$ cat config.mk
export PLATFORM = sky130hd
export DESIGN_NAME = lisf_top
export DESIGN_NICKNAME = d
export VERILOG_FILES = /design/src/rtl/lisf_pkg.sv /design/src/rtl/lisf_top.sv /design/src/rtl/lisf_group.sv
export VERILOG_INCLUDE_DIRS = /design/src /design/src/rtl
export SDC_FILE = /design/constraint.sdc
export NUM_CORES = 1
export LEC_CHECK = 0
export BUFFER_PORTS_ARGS = -buffer_cell sky130_fd_sc_hd__buf_2
export CAP_MARGIN = 20
export CORE_MARGIN = 2
export CORE_UTILIZATION = 30
export DETAILED_ROUTE_END_ITERATION = 10
export PLACE_DENSITY_LB_ADDON = 0.25
export SETUP_SLACK_MARGIN = 0.02
export SYNTH_ARGS = -nofsm -noshare
export SYNTH_HDL_FRONTEND = slang
export SYNTH_SLANG_ARGS = --single-unit
$ cat constraint.sdc
create_clock -name clk -period 1.4 [get_ports clk]
set_input_delay 0 -clock clk [delete_from_list [all_inputs] [get_ports clk]]
set_output_delay 0 -clock clk [all_outputs]
set_load 0.005 [all_outputs]
$ cat src/rtl/lisf_params.svh
// Constants for the local interrupt select and flag register
`ifndef LISF_PARAMS_SVH
`define LISF_PARAMS_SVH
`define LISF_ADDR_W        8
`define LISF_REG_OFFSET    8'h04
`define LISF_RESET_VALUE   32'h00000008
`define LISF_G0_SEL_LSB    0
`define LISF_G0_FLAG_BIT   3
`define LISF_G1_SEL_LSB    4
`define LISF_G1_FLAG_BIT   7
`define LISF_G2_SEL_LSB    8
`define LISF_G2_FLAG_BIT   11
`define LISF_SEL_W         3
`define LISF_SEL_IDLE      3'h0
`define LISF_SEL_1         3'h1
`define LISF_SEL_2         3'h2
`define LISF_SEL_3         3'h3
`endif

$ cat src/rtl/lisf_pkg.sv
// Types shared by the local interrupt select and flag logic
package lisf_pkg;
	typedef logic [2:0]  lisf_sel_t;
	typedef logic [31:0] lisf_word_t;
	typedef enum logic [1:0] {
		LISF_INIT = 2'h0,
		LISF_RUN  = 2'h1
	} lisf_state_t;
endpackage : lisf_pkg

$ cat src/rtl/lisf_top.sv
// Local interrupt request logic: select register, three groups, local output plus enable-gated host output
`timescale 1ns/10ps
`include "lisf_params.svh"
module lisf_top (
	input  wire logic                    clk,
	input  wire logic                    rst_n,
	input  wire logic                    reg_sel,
	input  wire logic                    reg_wr,
	input  wire logic [`LISF_ADDR_W-1:0] reg_addr,
	input  wire lisf_pkg::lisf_word_t    reg_wdata,
	output lisf_pkg::lisf_word_t         reg_rdata_r,
	input  wire logic                    init_done,
	input  wire logic                    autocal_done,
	input  wire logic                    aux_in,
	input  wire logic                    in_threshold,
	input  wire logic                    out_threshold,
	input  wire logic                    out_burst_done,
	input  wire logic                    host_int_en,
	input  wire logic                    local_int_en,
	output logic                         local_irq_r,
	output logic                         host_irq_r
);
	import lisf_pkg::*;

	lisf_sel_t   g0_sel_r;
	lisf_sel_t   g1_sel_r;
	lisf_sel_t   g2_sel_r;
	logic        g0_flag;
	logic        g1_flag;
	logic        g2_flag;
	logic        g0_clear;
	logic        g1_clear;
	logic        g2_clear;
	logic        any_flag;
	logic        wr_hit;
	logic        init_d_r;
	logic        init_pulse;
	lisf_word_t  reg_view;

	// Write strobe for this register; writes to other offsets fall through
	assign wr_hit = reg_sel && reg_wr && (reg_addr == `LISF_REG_OFFSET);

	// A zero in a flag bit withdraws that request; a one leaves the flag alone
	assign g0_clear = wr_hit && !reg_wdata[`LISF_G0_FLAG_BIT];
	assign g1_clear = wr_hit && !reg_wdata[`LISF_G1_FLAG_BIT];
	assign g2_clear = wr_hit && !reg_wdata[`LISF_G2_FLAG_BIT];

	// Condition select fields, idle after reset
	always_ff @(posedge clk or negedge rst_n) begin
		if (!rst_n) begin
			g0_sel_r <= `LISF_SEL_IDLE;
			g1_sel_r <= `LISF_SEL_IDLE;
			g2_sel_r <= `LISF_SEL_IDLE;
		end else if (wr_hit) begin
			g0_sel_r <= reg_wdata[`LISF_G0_SEL_LSB +: `LISF_SEL_W];
			g1_sel_r <= reg_wdata[`LISF_G1_SEL_LSB +: `LISF_SEL_W];
			g2_sel_r <= reg_wdata[`LISF_G2_SEL_LSB +: `LISF_SEL_W];
		end
	end

	// Init completion edge; the flag also starts high since reset is init
	always_ff @(posedge clk or negedge rst_n) begin
		if (!rst_n) begin
			init_d_r <= 1'b0;
		end else begin
			init_d_r <= init_done;
		end
	end
	assign init_pulse = init_done && !init_d_r;

	// Group 0 flag comes up high at reset, so its own reset flop is separate
	logic g0_boot_r;
	always_ff @(posedge clk or negedge rst_n) begin
		if (!rst_n) begin
			g0_boot_r <= 1'b1;
		end else if (g0_clear) begin
			g0_boot_r <= 1'b0;
		end
	end

	logic g0_ev_flag;
	lisf_group #(.NCOND(3)) u_g0 (
		.clk       (clk),
		.rst_n     (rst_n),
		.cond      ({!aux_in, aux_in, autocal_done}),
		.sel       (g0_sel_r),
		.force_set (init_pulse),
		.clear     (g0_clear),
		.flag_r    (g0_ev_flag)
	);
	assign g0_flag = g0_ev_flag || g0_boot_r;

	lisf_group #(.NCOND(2)) u_g1 (
		.clk       (clk),
		.rst_n     (rst_n),
		.cond      ({!in_threshold, in_threshold}),
		.sel       (g1_sel_r),
		.force_set (1'b0),
		.clear     (g1_clear),
		.flag_r    (g1_flag)
	);

	lisf_group #(.NCOND(3)) u_g2 (
		.clk       (clk),
		.rst_n     (rst_n),
		.cond      ({out_burst_done, !out_threshold, out_threshold}),
		.sel       (g2_sel_r),
		.force_set (1'b0),
		.clear     (g2_clear),
		.flag_r    (g2_flag)
	);

	// Register image; bits above the group 2 flag read zero
	always_comb begin
		reg_view = '0;
		reg_view[`LISF_G0_SEL_LSB +: `LISF_SEL_W] = g0_sel_r;
		reg_view[`LISF_G0_FLAG_BIT]               = g0_flag;
		reg_view[`LISF_G1_SEL_LSB +: `LISF_SEL_W] = g1_sel_r;
		reg_view[`LISF_G1_FLAG_BIT]               = g1_flag;
		reg_view[`LISF_G2_SEL_LSB +: `LISF_SEL_W] = g2_sel_r;
		reg_view[`LISF_G2_FLAG_BIT]               = g2_flag;
	end

	// Registered read data; unmapped offsets read zero
	always_ff @(posedge clk or negedge rst_n) begin
		if (!rst_n) begin
			reg_rdata_r <= `LISF_RESET_VALUE;
		end else if (reg_addr == `LISF_REG_OFFSET) begin
			reg_rdata_r <= reg_view;
		end else begin
			reg_rdata_r <= '0;
		end
	end

	// One OR feeds both request lines; only the host line is gated by the enables
	assign any_flag = g0_flag || g1_flag || g2_flag;

	// Local request line, one cycle behind the flags; high at reset with group 0
	always_ff @(posedge clk or negedge rst_n) begin
		if (!rst_n) begin
			local_irq_r <= 1'b1;
		end else begin
			local_irq_r <= any_flag;
		end
	end

	// Host line gated by both bridge enables; the gate is not latched,
	// so dropping either enable withdraws the line at the next edge
	always_ff @(posedge clk or negedge rst_n) begin
		if (!rst_n) begin
			host_irq_r <= 1'b0;
		end else begin
			host_irq_r <= any_flag && host_int_en && local_int_en;
		end
	end

	// Host line follows the flags only through both bridge enables
	a_host_gate: assert property (@(posedge clk) disable iff (!rst_n)
		host_irq_r |-> $past(host_int_en) && $past(local_int_en))
		else $error("host request without both enables");
	a_host_exact: assert property (@(posedge clk) disable iff (!rst_n)
		host_irq_r == ($past(any_flag) && $past(host_int_en) && $past(local_int_en)))
		else $error("host line does not follow gated flags");

	// Local line is the OR of the three flags, one cycle late
	a_or_tracks: assert property (@(posedge clk) disable iff (!rst_n)
		(g1_flag || g2_flag) |=> local_irq_r)
		else $error("local line missed a flag");
	a_local_exact: assert property (@(posedge clk) disable iff (!rst_n)
		local_irq_r == $past(any_flag))
		else $error("local line does not follow flags");

	// End of initialization raises group 0 whatever its select
	a_init_raise: assert property (@(posedge clk) disable iff (!rst_n)
		init_pulse |=> g0_flag ##1 local_irq_r)
		else $error("init did not raise group 0");

	// Inactive bits never read back as one
	a_high_zero: assert property (@(posedge clk) disable iff (!rst_n)
		reg_rdata_r[31:`LISF_G2_FLAG_BIT + 1] == '0)
		else $error("inactive bits nonzero");

	// A zero written to a flag clears it unless its event lands in that cycle
	a_write_clears: assert property (@(posedge clk) disable iff (!rst_n)
		g1_clear
		&& !(in_threshold && !u_g1.cond_d_r[0] && g1_sel_r == `LISF_SEL_1)
		&& !(!in_threshold && !u_g1.cond_d_r[1] && g1_sel_r == `LISF_SEL_2)
		|=> !g1_flag)
		else $error("group 1 flag not cleared");
	a_g0_clears: assert property (@(posedge clk) disable iff (!rst_n)
		g0_clear && !init_pulse && !u_g0.event_nxt |=> !g0_flag)
		else $error("group 0 flag not cleared");
	a_g2_clears: assert property (@(posedge clk) disable iff (!rst_n)
		g2_clear && !u_g2.event_nxt |=> !g2_flag)
		else $error("group 2 flag not cleared");

	// The reset-time request, once withdrawn, returns only through reset
	a_boot_stays: assert property (@(posedge clk) disable iff (!rst_n)
		!g0_boot_r |=> !g0_boot_r)
		else $error("reset request came back");

	// Select fields take the written value
	a_sel_store: assert property (@(posedge clk) disable iff (!rst_n)
		wr_hit |=> g2_sel_r == $past(reg_wdata[`LISF_G2_SEL_LSB +: `LISF_SEL_W]))
		else $error("select not stored");
	a_sel_g0: assert property (@(posedge clk) disable iff (!rst_n)
		wr_hit |=> g0_sel_r == $past(reg_wdata[`LISF_G0_SEL_LSB +: `LISF_SEL_W]))
		else $error("group 0 select not stored");
	a_sel_g1: assert property (@(posedge clk) disable iff (!rst_n)
		wr_hit |=> g1_sel_r == $past(reg_wdata[`LISF_G1_SEL_LSB +: `LISF_SEL_W]))
		else $error("group 1 select not stored");

	// Main scenarios worth seeing at least once
	c_host_irq: cover property (@(posedge clk) disable iff (!rst_n) host_irq_r);
	c_clear_g0: cover property (@(posedge clk) disable iff (!rst_n) g0_flag ##1 !g0_flag);
	c_burst: cover property (@(posedge clk) disable iff (!rst_n)
		g2_sel_r == `LISF_SEL_3 ##1 g2_flag);
endmodule : lisf_top

$ cat src/rtl/lisf_group.sv
// One condition group: select decode, edge detect and sticky request flag
`timescale 1ns/10ps
`include "lisf_params.svh"
module lisf_group #(
	parameter int NCOND = 3
) (
	input  wire logic             clk,
	input  wire logic             rst_n,
	input  wire logic [NCOND-1:0] cond,
	input  wire lisf_pkg::lisf_sel_t sel,
	input  wire logic             force_set,
	input  wire logic             clear,
	output logic                  flag_r
);
	import lisf_pkg::*;

	logic [NCOND-1:0] cond_d_r;
	logic [NCOND-1:0] hit;
	logic             event_nxt;

	// Previous condition levels, for false to true detection
	always_ff @(posedge clk or negedge rst_n) begin
		if (!rst_n) begin
			cond_d_r <= '0;
		end else begin
			cond_d_r <= cond;
		end
	end

	// Only a rising condition counts; a level already true when selected is ignored
	genvar i;
	generate
		for (i = 0; i < NCOND; i++) begin : g_cond
			assign hit[i] = cond[i] && !cond_d_r[i] && (sel == lisf_sel_t'(i + 1));
		end
	endgenerate

	// Idle and reserved codes match no entry above
	assign event_nxt = |hit;

	// Sticky flag; a set in the clearing cycle wins so no event is lost
	always_ff @(posedge clk or negedge rst_n) begin
		if (!rst_n) begin
			flag_r <= 1'b0;
		end else if (event_nxt || force_set) begin
			flag_r <= 1'b1;
		end else if (clear) begin
			flag_r <= 1'b0;
		end
	end

	a_flag_sets: assert property (@(posedge clk) disable iff (!rst_n)
		event_nxt |=> flag_r) else $error("flag missed its event");
	a_flag_holds: assert property (@(posedge clk) disable iff (!rst_n)
		flag_r && !clear |=> flag_r) else $error("flag dropped without clear");
	a_no_spurious: assert property (@(posedge clk) disable iff (!rst_n)
		!flag_r && !event_nxt && !force_set |=> !flag_r)
		else $error("flag rose without event");
	a_reserved_idle: assert property (@(posedge clk) disable iff (!rst_n)
		(sel == '0 || sel > lisf_sel_t'(NCOND)) |-> !event_nxt)
		else $error("idle or reserved select raised an event");
	c_group_event: cover property (@(posedge clk) disable iff (!rst_n) event_nxt);
endmodule : lisf_group

==> out/results.txt <==
ANT nets after route -> 0
adder-cell share of the synthesized area -> 0
die area -> 5706 µm²
initial antenna violation count -> 0
largest family of logic cells by synthesized area -> simple AND/OR/NAND/NOR gates
Post-DP HPWL -> 2062 µm
CTS clock-pin slew for the worst setup and hold paths -> 0.07 ns
Critical Path End Type -> register
Leak -> 1.105 nW
DRT Pass-1 Iters -> 4
fmax -> 0.7799 GHz
synthesized area -> 1535 µm²
CP Launch Type -> primary input
Net Sw Power -> 0.4377 mW
largest net degree at the start of global routing -> 37
Antenna diodes -> 0
layout cell share with drive strength beyond 1 -> 0.4108
outcome -> finished, final reports clean
critical-path cell list -> dlygate4sd3_1 -> buf_2 -> or3b_2 -> a221oi_2 -> a211o_1
Flop pwr share -> 0.559
clock share of power -> 0.345
post-CTS setup repair buffer count -> 0
Max Cap Viol -> 0
root buffer cell -> clkbuf_8
Synth Register Bits -> 36
# fillers -> 498
Sw Ratio -> 0.2220
met3 wire length -> 197 µm
mux contribution to synthesized area -> 0.08557
starting density of the core -> 0.3064
Top FF cell, synth -> dfrtp_1
final slew viol count -> 0
wire per inst -> 11.92 µm
Global Route Usage Sum -> 0.1151
initial DRC count -> 36
post-synth cell types -> 33
crit path max fanout -> 5
Overall Power -> 1.971 mW
Required @ worst endpoint -> 1.62 ns
Setup violations, final -> 0
net count of the finished layout -> 236
xor/xnor share of the synthesized area -> 0
DR vias -> 1051
met2 wire len -> 1470 µm
Simple-Gate Fraction of Synth Area -> 0.1410
Rel. slew slack -> 0.4824
highest cell delay on the worst timing path -> 0.53 ns
Final Skew -> 0.002824 ns
area leader, netlist -> dfrtp_1
Max clock buf depth -> 2
Fin. Hold Viols -> 0
Synth warnings -> 0
I/O pin count -> 86
Final TNS setup -> 0 ns
GP Congestion -> 0.7812
Critical Path Slowest Stage Cell -> dlygate4sd3_1
Buffers on Ports -> 45
top post-synthesis cells by area -> dfrtp_1 54%, buf_4 9.8%, mux2_4 7.8%
chip height -> 75.54 µm
GRT overflow -> 0
total CTS buffers -> 5
Final Cycle Share -> 0.9159
VDD IR max -> 0.3016 mV
Post-synth EDFFs -> 0
compound-cell area share of the yosys netlist -> 0.06194
Min-Delay Path Class -> primary input to register
Comb power frac -> 0.096
vias in the first global route -> 1015
Cells after Synth -> 112
count leader, synth -> dfrtp_1
vias per inst -> 4.122
Power Dens Cells -> 954.2 nW/µm²
CORE AREA -> 5010 µm²
CTS tree -> built
row count -> 26
WS Path Type -> primary input to register
chip width -> 75.54 µm
sequential cell area fraction in the yosys report -> 0.5892
Synth-to-Final Area Change -> 34.56%
Routed Wire Length -> 3039 µm
RSZ-0062 raised after global routing -> false
top sig layer -> met4
Num Clock Sinks -> 36
Metal-1 WL -> 1299 µm
post-synth top area share -> 0.5379
Worst-Skew Late Latency -> 0.28 ns
H-tree depth -> 2
crit path DAT -> 1.51 ns
# DRC -> 0
Synth Area per Inst -> 13.71 µm²
ys async rst share -> 1.000
minimum clock period -> 1.282 ns
Internal -> 1.533 mW
slew of the pin with the lowest slew margin -> 0.7763 ns
first-pass GRT wire length -> 4774 µm
Post-synth top cells -> 33 x dfrtp_1, 20 x buf_4, 10 x and3_1, 8 x mux2_4, 4 x inv_1
-- sequential cells by signal, summed over array words and instances (netlist names) --
signal / count
g0_boot_r: 1
g1_sel_r: 3
g2_sel_r: 3
u_g1.cond_d_r: 2
local_irq_r: 1
host_irq_r: 1
g0_sel_r: 3
u_g1.flag_r: 1
reg_rdata_r: 12
init_d_r: 1
u_g0.flag_r: 1
u_g2.flag_r: 1
u_g0.cond_d_r: 3
u_g2.cond_d_r: 3
-- repair_timing --
action | in CTS | in global routing
gates resized for setup | 0 | 1
endpoints found under the setup margin | 0 | 1
hold buffers | 19 | 0
hold endpoints to repair | 53 | 0
-- per-layer routing --
metal  up-vias  global-route usage
met3         5             0.02381
met4         0             0.07602
met1       502              0.1468
met2        55              0.1768
li1        489                   -
met5         -                   0
-- final timing paths --
| path | slack [ns] | cells after the start | end | startpoint |
|---|---|---|---|---|
| max | 0.12 | 5 | u_g0.flag_r$_DFFE_PN0P_ | aux_in |
| min | 0.02 | 3 | u_g2.flag_r$_DFFE_PN0P_ | reg_wdata[11] |
| max reg2reg | 0.12 | 3 | u_g0.flag_r$_DFFE_PN0P_ | g0_sel_r[0]$_DFFE_PN0P_ |
| min reg2reg | 0.46 | 1 | u_g1.flag_r$_DFFE_PN0P_ | g1_sel_r[2]$_DFFE_PN0P_ |
| max in group asynchronous | 0.58 | 2 | reg_rdata_r[0]$_DFF_PN0_ | rst_n |
| min in group asynchronous | 0.34 | 2 | host_irq_r$_DFF_PN0_ | rst_n |
-- cells by family after synthesis --
logic type	count (synthesis)
DFF	36
buffers and inverters	27
other	1
and+or+nand+nor	27
AOI/OAI and AO/OA	12
muxes	9
-- power by group through the flow --
stage                     logic, mW  clock network, mW  registers (mW)
after floorplan               0.102                  0            1.11
after global placement        0.144                  0            1.12
after detailed placement      0.148                  0            1.12
after CTS                     0.190              0.712            1.10
after global routing          0.211              0.755            1.11
final                         0.188              0.681            1.10
-- critical path, delay by kind of cell --
family | cells | cell delay (ns)
compound gates | 2 | 0.38
simple gates | 1 | 0.46
buf+inv | 2 | 0.67
-- placed cells by master (no fill, tap or decap), drive strengths merged, types with 3 or more instances in the layout --
cell type	count
dfstp	3
conb	20
mux2	9
dfrtp	33
buf	50
clkbuf	7
and3	12
inv	4
dlygate4sd3	19
-- final cells by class --
cell class	instances	area (µm²)	area share
Clock inverter	1	5.005	0.002423
Inverter	4	15.01	0.007268
Multi-Input combinational cell	68	524.3	0.2538
Clock buffer	7	76.32	0.03695
Sequential cell	36	904.6	0.4379
Tap cell	70	87.58	0.04240
Timing Repair Buffer	69	452.9	0.2193
-- per-stage QoR --
| step | worst slack (ns) | utilization | hold WS, ns | std cells | area [µm²] |
|---|---|---|---|---|---|
| after global placement | 0.09051 | 0.3569 | 0.1084 | 228 | 1788 |
| after global routing | 0.04902 | 0.4123 | 0.04921 | 255 | 2066 |
| final | 0.1177 | 0.4123 | 0.02355 | 255 | 2066 |
| after floorplan | 0.1429 | - | -0.2956 | 131 | 1607 |
| after detailed placement | 0.1060 | 0.3569 | 0.1248 | 228 | 1788 |
| after CTS | 0.09099 | 0.4111 | 0.01728 | 255 | 2059 |
(Power assumes the default switching activity.)
